### src/shared/ptr_pkg.sv
// package of the telemetry readback block: command codes, update selectors,
// scales, status bit positions and fsm states.
// assumes one 20 MHz clock shared with the command engine and measurement logic.
//
// Behaviour
// - code 0x89 answers input current, two bytes, same on every page
// - input current word is signed, value over 100 gives amperes
// - code 0x8b answers selected output voltage, signed word in volts
// - code 0x8c answers selected output current, signed two-byte word
// - output current word over 10 gives amperes, device encodes, host decodes
// - code 0x8d answers selected power stage temperature in degrees Celsius
// - code 0x8e answers global diode temperature on pin a when diode mode
// - code 0x8f answers global diode temperature on pin b when diode mode
// - code 0x96 answers selected output power, signed word in watts
// - code 0x97 answers paged input power, signed word in watts
// - code 0x98 answers one read-only revision byte, default 0x33
// - revision upper nibble is part 1, lower part 2, codes 0..3 mean 1.0..1.3
// - writing any of these commands sets communication fault bit 1 of status
package ptr_pkg;

  localparam int PTR_DATA_W = 16;
  localparam int PTR_PAGES = 2;

  localparam logic [7:0] PTR_CMD_IIN = 8'h89;
  localparam logic [7:0] PTR_CMD_VOUT = 8'h8b;
  localparam logic [7:0] PTR_CMD_IOUT = 8'h8c;
  localparam logic [7:0] PTR_CMD_TEMP_STAGE = 8'h8d;
  localparam logic [7:0] PTR_CMD_TEMP_A = 8'h8e;
  localparam logic [7:0] PTR_CMD_TEMP_B = 8'h8f;
  localparam logic [7:0] PTR_CMD_POUT = 8'h96;
  localparam logic [7:0] PTR_CMD_PIN = 8'h97;
  localparam logic [7:0] PTR_CMD_REVISION = 8'h98;

  // revision byte: part 1 in 7:4, part 2 in 3:0
  localparam logic [7:0] PTR_REVISION_RESET = 8'h33;
  localparam int PTR_REV_PART1_LSB = 4;
  localparam int PTR_REV_PART2_LSB = 0;

  // fixed-point scales of the current words (counts per ampere)
  localparam int PTR_IIN_SCALE = 100;
  localparam int PTR_IOUT_SCALE = 10;

  // communications status byte
  localparam int PTR_CML_WRITE_FAULT_BIT = 1;
  localparam logic [7:0] PTR_CML_RESET = 8'h00;
  localparam logic [15:0] PTR_READING_RESET = 16'h0000;
  localparam logic [15:0] PTR_NO_DIODE_VALUE = 16'h0000;

  // answer lengths in bytes
  localparam logic [1:0] PTR_LEN_NONE = 2'h0;
  localparam logic [1:0] PTR_LEN_BYTE = 2'h1;
  localparam logic [1:0] PTR_LEN_WORD = 2'h2;

  // selects which reading an update from the measurement logic refreshes
  typedef enum logic [3:0] {
    PTR_SEL_IIN = 4'h0,
    PTR_SEL_VOUT = 4'h1,
    PTR_SEL_IOUT = 4'h2,
    PTR_SEL_TEMP_STAGE = 4'h3,
    PTR_SEL_TEMP_A = 4'h4,
    PTR_SEL_TEMP_B = 4'h5,
    PTR_SEL_POUT = 4'h6,
    PTR_SEL_PIN = 4'h7,
    PTR_SEL_REVISION = 4'h8,
    PTR_SEL_NONE = 4'hf
  } ptr_sel_t;

  typedef enum logic [0:0] {
    PTR_ST_IDLE = 1'b0,
    PTR_ST_ANSWER = 1'b1
  } ptr_state_t;

endpackage

### src/shared/ptr_page_if.sv
// interface carrying the five paged readings of one output.
// assumes the bank drives it and the top only reads it.
`timescale 1ns/1ps
`default_nettype none
interface ptr_page_if;
  logic [15:0] vout;
  logic [15:0] iout;
  logic [15:0] temp_stage;
  logic [15:0] pout;
  logic [15:0] pin;
  modport bank (output vout, output iout, output temp_stage, output pout, output pin);
  modport reader (input vout, input iout, input temp_stage, input pout, input pin);
endinterface
`default_nettype wire

### src/hdl/ptr_page_bank.sv
// holding registers for the paged readings of one output.
// assumes updates come from measurement logic on the same clock.
`timescale 1ns/1ps
`default_nettype none
module ptr_page_bank
  import ptr_pkg::*;
#(
  parameter logic [0:0] PAGE_ID = 1'b0
) (
  input wire logic clock,
  input wire logic reset,
  input wire logic clock_enable,
  input wire logic upd_valid,
  input wire logic upd_page,
  input wire ptr_sel_t upd_sel,
  input wire logic [15:0] upd_value,
  ptr_page_if.bank readings
);

  typedef struct packed {
    logic [15:0] vout;
    logic [15:0] iout;
    logic [15:0] temp_stage;
    logic [15:0] pout;
    logic [15:0] pin;
  } ptr_bank_state_t;

  ptr_bank_state_t state_q;
  ptr_bank_state_t state_d;

  always_comb begin
    state_d = state_q;
    if (upd_valid && (upd_page == PAGE_ID)) begin
      case (upd_sel)
        PTR_SEL_VOUT: state_d.vout = upd_value;
        // already in tenths of an ampere from the measurement side
        PTR_SEL_IOUT: state_d.iout = upd_value;
        PTR_SEL_TEMP_STAGE: state_d.temp_stage = upd_value;
        PTR_SEL_POUT: state_d.pout = upd_value;
        PTR_SEL_PIN: state_d.pin = upd_value;
        default: state_d = state_q;
      endcase
    end
  end

  always_ff @(posedge clock or posedge reset) begin
    if (reset) begin
      state_q <= '{PTR_READING_RESET, PTR_READING_RESET, PTR_READING_RESET,
                   PTR_READING_RESET, PTR_READING_RESET};
    end else if (clock_enable) begin
      state_q <= state_d;
    end
  end

  assign readings.vout = state_q.vout;
  assign readings.iout = state_q.iout;
  assign readings.temp_stage = state_q.temp_stage;
  assign readings.pout = state_q.pout;
  assign readings.pin = state_q.pin;

endmodule
`default_nettype wire

### src/hdl/ptr_cmd_decode.sv
// command code decoder: which reading, its length, paged or global.
// assumes a purely combinational use inside the top.
`timescale 1ns/1ps
`default_nettype none
module ptr_cmd_decode
  import ptr_pkg::*;
(
  input wire logic [7:0] code,
  output ptr_sel_t sel,
  output logic [1:0] len,
  output logic paged
);

  always_comb begin
    sel = PTR_SEL_NONE;
    len = PTR_LEN_NONE;
    paged = 1'b0;
    case (code)
      PTR_CMD_IIN: begin
        sel = PTR_SEL_IIN;
        len = PTR_LEN_WORD;
      end
      PTR_CMD_VOUT: begin
        sel = PTR_SEL_VOUT;
        len = PTR_LEN_WORD;
        paged = 1'b1;
      end
      PTR_CMD_IOUT: begin
        sel = PTR_SEL_IOUT;
        len = PTR_LEN_WORD;
        paged = 1'b1;
      end
      PTR_CMD_TEMP_STAGE: begin
        sel = PTR_SEL_TEMP_STAGE;
        len = PTR_LEN_WORD;
        paged = 1'b1;
      end
      PTR_CMD_TEMP_A: begin
        sel = PTR_SEL_TEMP_A;
        len = PTR_LEN_WORD;
      end
      PTR_CMD_TEMP_B: begin
        sel = PTR_SEL_TEMP_B;
        len = PTR_LEN_WORD;
      end
      PTR_CMD_POUT: begin
        sel = PTR_SEL_POUT;
        len = PTR_LEN_WORD;
        paged = 1'b1;
      end
      PTR_CMD_PIN: begin
        sel = PTR_SEL_PIN;
        len = PTR_LEN_WORD;
        paged = 1'b1;
      end
      PTR_CMD_REVISION: begin
        sel = PTR_SEL_REVISION;
        len = PTR_LEN_BYTE;
      end
      default: begin
        sel = PTR_SEL_NONE;
        len = PTR_LEN_NONE;
        paged = 1'b0;
      end
    endcase
  end

endmodule
`default_nettype wire

### src/hdl/ptr_telemetry_top.sv
// telemetry readback command set: answers read commands from the bus
// transaction engine with stored readings, flags writes to its known codes as faults.
// assumes the transaction engine, page setting and measurement logic
// all run on this clock; no pin is sampled here.
`timescale 1ns/1ps
`default_nettype none
module ptr_telemetry_top
  import ptr_pkg::*;
#(
  parameter logic [7:0] REVISION_CODE = PTR_REVISION_RESET
) (
  input wire logic clock,
  input wire logic reset,
  input wire logic clock_enable,
  input wire logic cmd_valid,
  input wire logic [7:0] cmd_code,
  input wire logic cmd_write,
  input wire logic page_sel,
  input wire logic upd_valid,
  input wire logic upd_page,
  input wire logic [3:0] upd_sel,
  input wire logic [15:0] upd_value,
  input wire logic diode_mode_a,
  input wire logic diode_mode_b,
  input wire logic cml_clear,
  output logic rsp_valid,
  output logic [15:0] rsp_data,
  output logic [1:0] rsp_len,
  output logic rsp_write_fault,
  output logic rsp_unknown,
  output logic [7:0] cml_status,
  output logic write_fault
);

  ////////////////////////////////////////////////////////////////////////////
  // state

  typedef struct packed {
    ptr_state_t state;
    logic [15:0] iin;
    logic [15:0] temp_a;
    logic [15:0] temp_b;
    logic [15:0] data;
    logic [1:0] len;
    logic wr_fault;
    logic unknown;
    logic [7:0] cml;
  } ptr_top_state_t;

  ptr_top_state_t state_q;
  ptr_top_state_t state_d;

  ptr_sel_t upd_sel_e;
  ptr_sel_t dec_sel;
  logic [1:0] dec_len;
  logic dec_paged;
  logic [15:0] page_word;
  logic [15:0] global_word;
  logic fault_event;

  assign upd_sel_e = ptr_sel_t'(upd_sel);

  ////////////////////////////////////////////////////////////////////////////
  // paged banks and decoder

  ptr_page_if page0_if ();
  ptr_page_if page1_if ();

  ptr_page_bank #(.PAGE_ID(1'b0)) u_bank0 (
    .clock(clock),
    .reset(reset),
    .clock_enable(clock_enable),
    .upd_valid(upd_valid),
    .upd_page(upd_page),
    .upd_sel(upd_sel_e),
    .upd_value(upd_value),
    .readings(page0_if)
  );

  ptr_page_bank #(.PAGE_ID(1'b1)) u_bank1 (
    .clock(clock),
    .reset(reset),
    .clock_enable(clock_enable),
    .upd_valid(upd_valid),
    .upd_page(upd_page),
    .upd_sel(upd_sel_e),
    .upd_value(upd_value),
    .readings(page1_if)
  );

  ptr_cmd_decode u_decode (
    .code(cmd_code),
    .sel(dec_sel),
    .len(dec_len),
    .paged(dec_paged)
  );

  ////////////////////////////////////////////////////////////////////////////
  // answer selection

  // paged words come from the bank of the current page
  always_comb begin
    page_word = PTR_READING_RESET;
    case (dec_sel)
      PTR_SEL_VOUT: page_word = page_sel ? page1_if.vout : page0_if.vout;
      PTR_SEL_IOUT: page_word = page_sel ? page1_if.iout : page0_if.iout;
      PTR_SEL_TEMP_STAGE: page_word = page_sel ? page1_if.temp_stage
                                               : page0_if.temp_stage;
      PTR_SEL_POUT: page_word = page_sel ? page1_if.pout : page0_if.pout;
      PTR_SEL_PIN: page_word = page_sel ? page1_if.pin : page0_if.pin;
      default: page_word = PTR_READING_RESET;
    endcase
  end

  // globals never look at page_sel
  always_comb begin
    global_word = PTR_READING_RESET;
    case (dec_sel)
      PTR_SEL_IIN: global_word = state_q.iin;
      // a pin not wired for a diode has no temperature to give
      PTR_SEL_TEMP_A: global_word = diode_mode_a ? state_q.temp_a
                                                 : PTR_NO_DIODE_VALUE;
      PTR_SEL_TEMP_B: global_word = diode_mode_b ? state_q.temp_b
                                                 : PTR_NO_DIODE_VALUE;
      // byte answer sits in the low lane, upper lane zero
      PTR_SEL_REVISION: global_word = {8'h00, REVISION_CODE[7:PTR_REV_PART1_LSB],
                                       REVISION_CODE[PTR_REV_PART1_LSB-1:PTR_REV_PART2_LSB]};
      default: global_word = PTR_READING_RESET;
    endcase
  end

  assign fault_event = cmd_valid && cmd_write && (dec_sel != PTR_SEL_NONE);

  ////////////////////////////////////////////////////////////////////////////
  // next state

  always_comb begin
    state_d = state_q;

    // global readings refreshed by the measurement logic
    if (upd_valid) begin
      case (upd_sel_e)
        // already in hundredths of an ampere
        PTR_SEL_IIN: state_d.iin = upd_value;
        PTR_SEL_TEMP_A: state_d.temp_a = upd_value;
        PTR_SEL_TEMP_B: state_d.temp_b = upd_value;
        default: state_d.iin = state_q.iin;
      endcase
    end

    case (state_q.state)
      PTR_ST_IDLE: begin
        if (cmd_valid) begin
          state_d.state = PTR_ST_ANSWER;
          state_d.unknown = (dec_sel == PTR_SEL_NONE);
          state_d.wr_fault = fault_event;
          // a rejected write carries no data back
          state_d.len = cmd_write ? PTR_LEN_NONE : dec_len;
          state_d.data = cmd_write ? PTR_READING_RESET
                                   : (dec_paged ? page_word : global_word);
        end
      end
      PTR_ST_ANSWER: begin
        // one answer per command; a command arriving here is not taken
        state_d.state = PTR_ST_IDLE;
      end
      default: state_d.state = PTR_ST_IDLE;
    endcase

    // status bit: a new fault in the clearing cycle survives
    if (cml_clear) begin
      state_d.cml[PTR_CML_WRITE_FAULT_BIT] = 1'b0;
    end
    if (fault_event && (state_q.state == PTR_ST_IDLE)) begin
      state_d.cml[PTR_CML_WRITE_FAULT_BIT] = 1'b1;
    end
  end

  always_ff @(posedge clock or posedge reset) begin
    if (reset) begin
      state_q <= '{PTR_ST_IDLE, PTR_READING_RESET, PTR_READING_RESET, PTR_READING_RESET,
                   PTR_READING_RESET, PTR_LEN_NONE, 1'b0, 1'b0, PTR_CML_RESET};
    end else if (clock_enable) begin
      state_q <= state_d;
    end
  end

  ////////////////////////////////////////////////////////////////////////////
  // outputs

  assign rsp_valid = (state_q.state == PTR_ST_ANSWER);
  assign rsp_data = state_q.data;
  assign rsp_len = state_q.len;
  assign rsp_write_fault = state_q.wr_fault;
  assign rsp_unknown = state_q.unknown;
  assign cml_status = state_q.cml;
  assign write_fault = state_q.cml[PTR_CML_WRITE_FAULT_BIT];

endmodule
`default_nettype wire

### config.mk
export PLATFORM = sky130hd
export DESIGN_NAME = ptr_telemetry_top
export DESIGN_NICKNAME = d
export VERILOG_FILES = /design/src/shared/ptr_pkg.sv /design/src/shared/ptr_page_if.sv /design/src/hdl/ptr_page_bank.sv /design/src/hdl/ptr_cmd_decode.sv /design/src/hdl/ptr_telemetry_top.sv
export SDC_FILE = /design/constraint.sdc
export NUM_CORES = 1
export LEC_CHECK = 0
export ABC_AREA = 1
export BUFFER_PORTS_ARGS = -buffer_cell sky130_fd_sc_hd__clkbuf_2
export CORE_MARGIN = 4
export CORE_UTILIZATION = 45
export CTS_BUF_LIST = sky130_fd_sc_hd__clkbuf_8
export DETAILED_ROUTE_END_ITERATION = 12
export PLACE_DENSITY_LB_ADDON = 0.05
export SETUP_SLACK_MARGIN = 0.4
export SYNTH_ARGS = -nofsm -noshare
export SYNTH_HDL_FRONTEND = slang
export SYNTH_SLANG_ARGS = --single-unit
### constraint.sdc
create_clock -name clock -period 7.83 [get_ports clock]
set_input_delay 0 -clock clock [delete_from_list [all_inputs] [get_ports clock]]
set_output_delay 0 -clock clock [all_outputs]
set_load 0.01 [all_outputs]
==> results.yml <==
cts:
  cts_made_buffers: 42
  clk_latency_ns: 0.54
  clock_path_buffers: 3
  cts-root-buf: "clkbuf_8"
  h-tree-depth: 2
  ctsResizeCount: 0
  clkSinkCount: 230
  cts.clk_slew.worst_paths_ns: 0.06
  cts_tree: "yes"
setup_path:
  max_stage_delay_ns: 0.71
  r2r_start: "rsp_valid$_DFFE_PP0P_"
  crit_slowest_cell: "clkinv_1"
  crit_chain: "clkbuf_2 > buf_4 > clkinv_1 > buf_4 > or2_2 > o21ai_0 > o22ai_1 > nor2_1 > nand3_1 > nand3_1 > nand2_1"
  path_delay_family: "buffers and inverters"
  critPathLaunch: "page_sel"
  arrival_ns: 2.99
  crit_path_end_kind: "flip-flop"
  start_kind: "input pin"
  path_buf_inv: 4
  worstPathRequired_ns: 8.25
  criticalPathCategory: "input pin to flip-flop"
  crit_fanout: 81
pwr:
  powerDensity_mw_per_mm2: 230
  worst_ir_drop_vdd_mv: 0.124
  power.total_w: 0.00282
  p_leak_nw: 6.08
cells_and_area:
  fin_util_pct: 50.5
  drive_above_1_share_pct: 16.8
  area_growth_pct: 11.0
  largest_reg_flops: 48
  final_nets: 1375
  fillers: 2402
  regArea_mm2: 0.00576
  largest_register: "state_q"
  fin_cells: 1685
  multiInputGateArea_mm2: 0.00438
  diodes: 0
drt:
  viasPerCell: 5.34
  drt_wl_total_mm: 31.4
  wl_per_cell_um: 18.6
  antenna_left: 0
  drt_iter0_drc: 793
  vias: 8997
  first_pass_iters: 7
  drc_errors: 0
synthesis:
  synth_ff_type: "dfrtp_1"
  yosys.area.top_type_share_pct: 52.2
  yosys.area.top_type: "dfrtp_1"
  avgSynthCellArea_um2: 8.44
  synthCells: 1308
  synth_area_mm2: 0.0110
  async_flop_share_pct: 100
  ys_warn_count: 0
  synth_cell_type_count: 39
  synthTopCellsByArea: "dfrtp_1 52%, nand2_1 12%, o21ai_0 12%"
  synth-seq-cells: 230
  ys_seq_area_share_pct: 52.2
  synth_edf_count: 0
die:
  start_util_pct: 45.5
  dieArea_mm2: 0.0271
  core_mm2: 0.0242
  die_h_um: 165
  io_pins: 69
  die-width_um: 165
  row_count: 57
placement:
  dp_cells: 1597
  place_hpwl_mm: 19.1
  numPortBuffers: 61
  place_ws_ns: 4.73
  gp_congestion: 0.824
sta:
  period_needed_ns: 2.57
  max_freq_ghz: 0.389
  setup_slack_ns: 5.26
  worst_hold_slack_ns: -0.00732
  tightest_slew_ns: 1.06
  period_share_pct: 32.9
  hold_viol_final: 2
  relSlewSlack_pct: 29.4
  rsz0062_at_grt: "false"
  finalSetupTns_ns: 0
  skew_ns: 0.0256
  finalSetupViolations: 0
  drv_slew: 0
global_routing:
  grtUsageTotal_pct: 23.6
  grt_pass1_wl_mm: 49.7
  grt_pass1_vias: 8625
  grt_max_degree: 102
  grt.overflow.total: 0
  antenna_found_initial: 0
hold_path:
  hold_start: "upd_value[15]"
  hold_path.class: "input pin to flip-flop"
run_status:
  violations: "hold timing"
  status: "complete, but fails checks"
run:
  cap_violations: 0
## layout by cell type, fill, tap and decap left out, types with 17 or more instances in the layout
| cell type | instances |
|---|---|
| nor2_1 | 27 |
| nand4_1 | 22 |
| dlygate4sd3_1 | 19 |
| or2_2 | 60 |
| nand2_1 | 354 |
| clkbuf_8 | 53 |
| o22ai_1 | 17 |
| clkbuf_2 | 61 |
| dfrtp_1 | 230 |
| o21ai_0 | 255 |
| inv_1 | 81 |
| nand3_1 | 76 |
## what timing repair did
action | CTS | global route
hold buffers | 19 | 0
setup buffers | 0 | 0
endpoints found under the hold margin | 191 | 0
## cell usage after synthesis, types with 2 or more instances
library cell    n
mux2i_1         9
buf_6           2
o21ai_1         2
inv_2           2
or2_2          60
clkbuf_8        3
o2111ai_1       8
o21ai_2         2
nor2_8          3
nor2_2          4
o21ai_0       255
nor2_4          4
o211ai_1       16
nand4_1        22
buf_2           6
nor2_1         27
nand2_2         6
nand3_2         5
clkbuf_1       74
dfrtp_1       230
nand3_1        76
inv_1          70
nand2_4         3
a21oi_1         2
o22ai_1        17
nand2_1       354
nor3_1          4
buf_4          31
## path summary, 6_finish.rpt
path | endpoint | slack [ns] | depth (start not counted)
min reg2reg | u_bank1.readings.pout[8]$_DFFE_PP0P_ | 0.48 | 2
max reg2reg | rsp_len[1]$_DFFE_PP0P_ | 5.88 | 6
min | u_bank0.readings.vout[15]$_DFFE_PP0P_ | -0.007 | 3
max | rsp_data[3]$_DFFE_PP0P_ | 5.26 | 11
min in group asynchronous | state_q[43]$_DFFE_PP0P_ | 0.15 | 3
max in group asynchronous | u_bank0.readings.pout[14]$_DFFE_PP0P_ | 6.13 | 4
## report_power, final
| part | internal, W | switching (W) |
|---|---|---|
| Clock | 0.000601 | 0.000493 |
| Combinational | 0.000121 | 0.000181 |
| Sequential | 0.00135 | 0.0000818 |
## cells by family (layout without fill, tap and decap cells)
family | Yosys count | in the layout | synth area share (%)
mux | 9 | 9 | 0.817
buf+inv | 192 | 239 | 8.35
simple gates | 571 | 571 | 23.7
other cells | 1 | 7 | 0.0340
compound gates | 305 | 305 | 14.9
flops | 230 | 230 | 52.2
## per-layer routing
layer,routed length [um],track usage [%],up-vias
li1,-,-,4329
met1,14800,34.4,4342
met2,14000,36.6,287
met3,1990,4.67,39
met4,477,5.37,0
met5,0,0,-
## metrics by stage
step	hold slack, ns	cell area, um^2
4_1_cts	0.000318	12200
6_report	-0.00732	12200
2_1_floorplan	0.0964	11100
5_1_grt	0.0182	12200
3_3_place_gp	0.202	11300
3_5_place_dp	0.199	11300
## worst reg2reg max path, stage by stage, from the launching register on
cell,delay [ns]
dfrtp_1,0.37
inv_1,0.07
nand3_1,0.07
buf_4,0.24
nor2_2,0.77
o21ai_0,0.26
nand2_1,0.11
## final cells by class
cell class              count  area share (%)
multi-input cells         892            35.8
clock inverters            16           0.541
inverters                  74            2.41
clock buffers              53            5.96
repair buffers             96            5.03
well taps                 324            3.31
flip-flops and latches    230            47.0
Power figures use the tool's default switching activity.
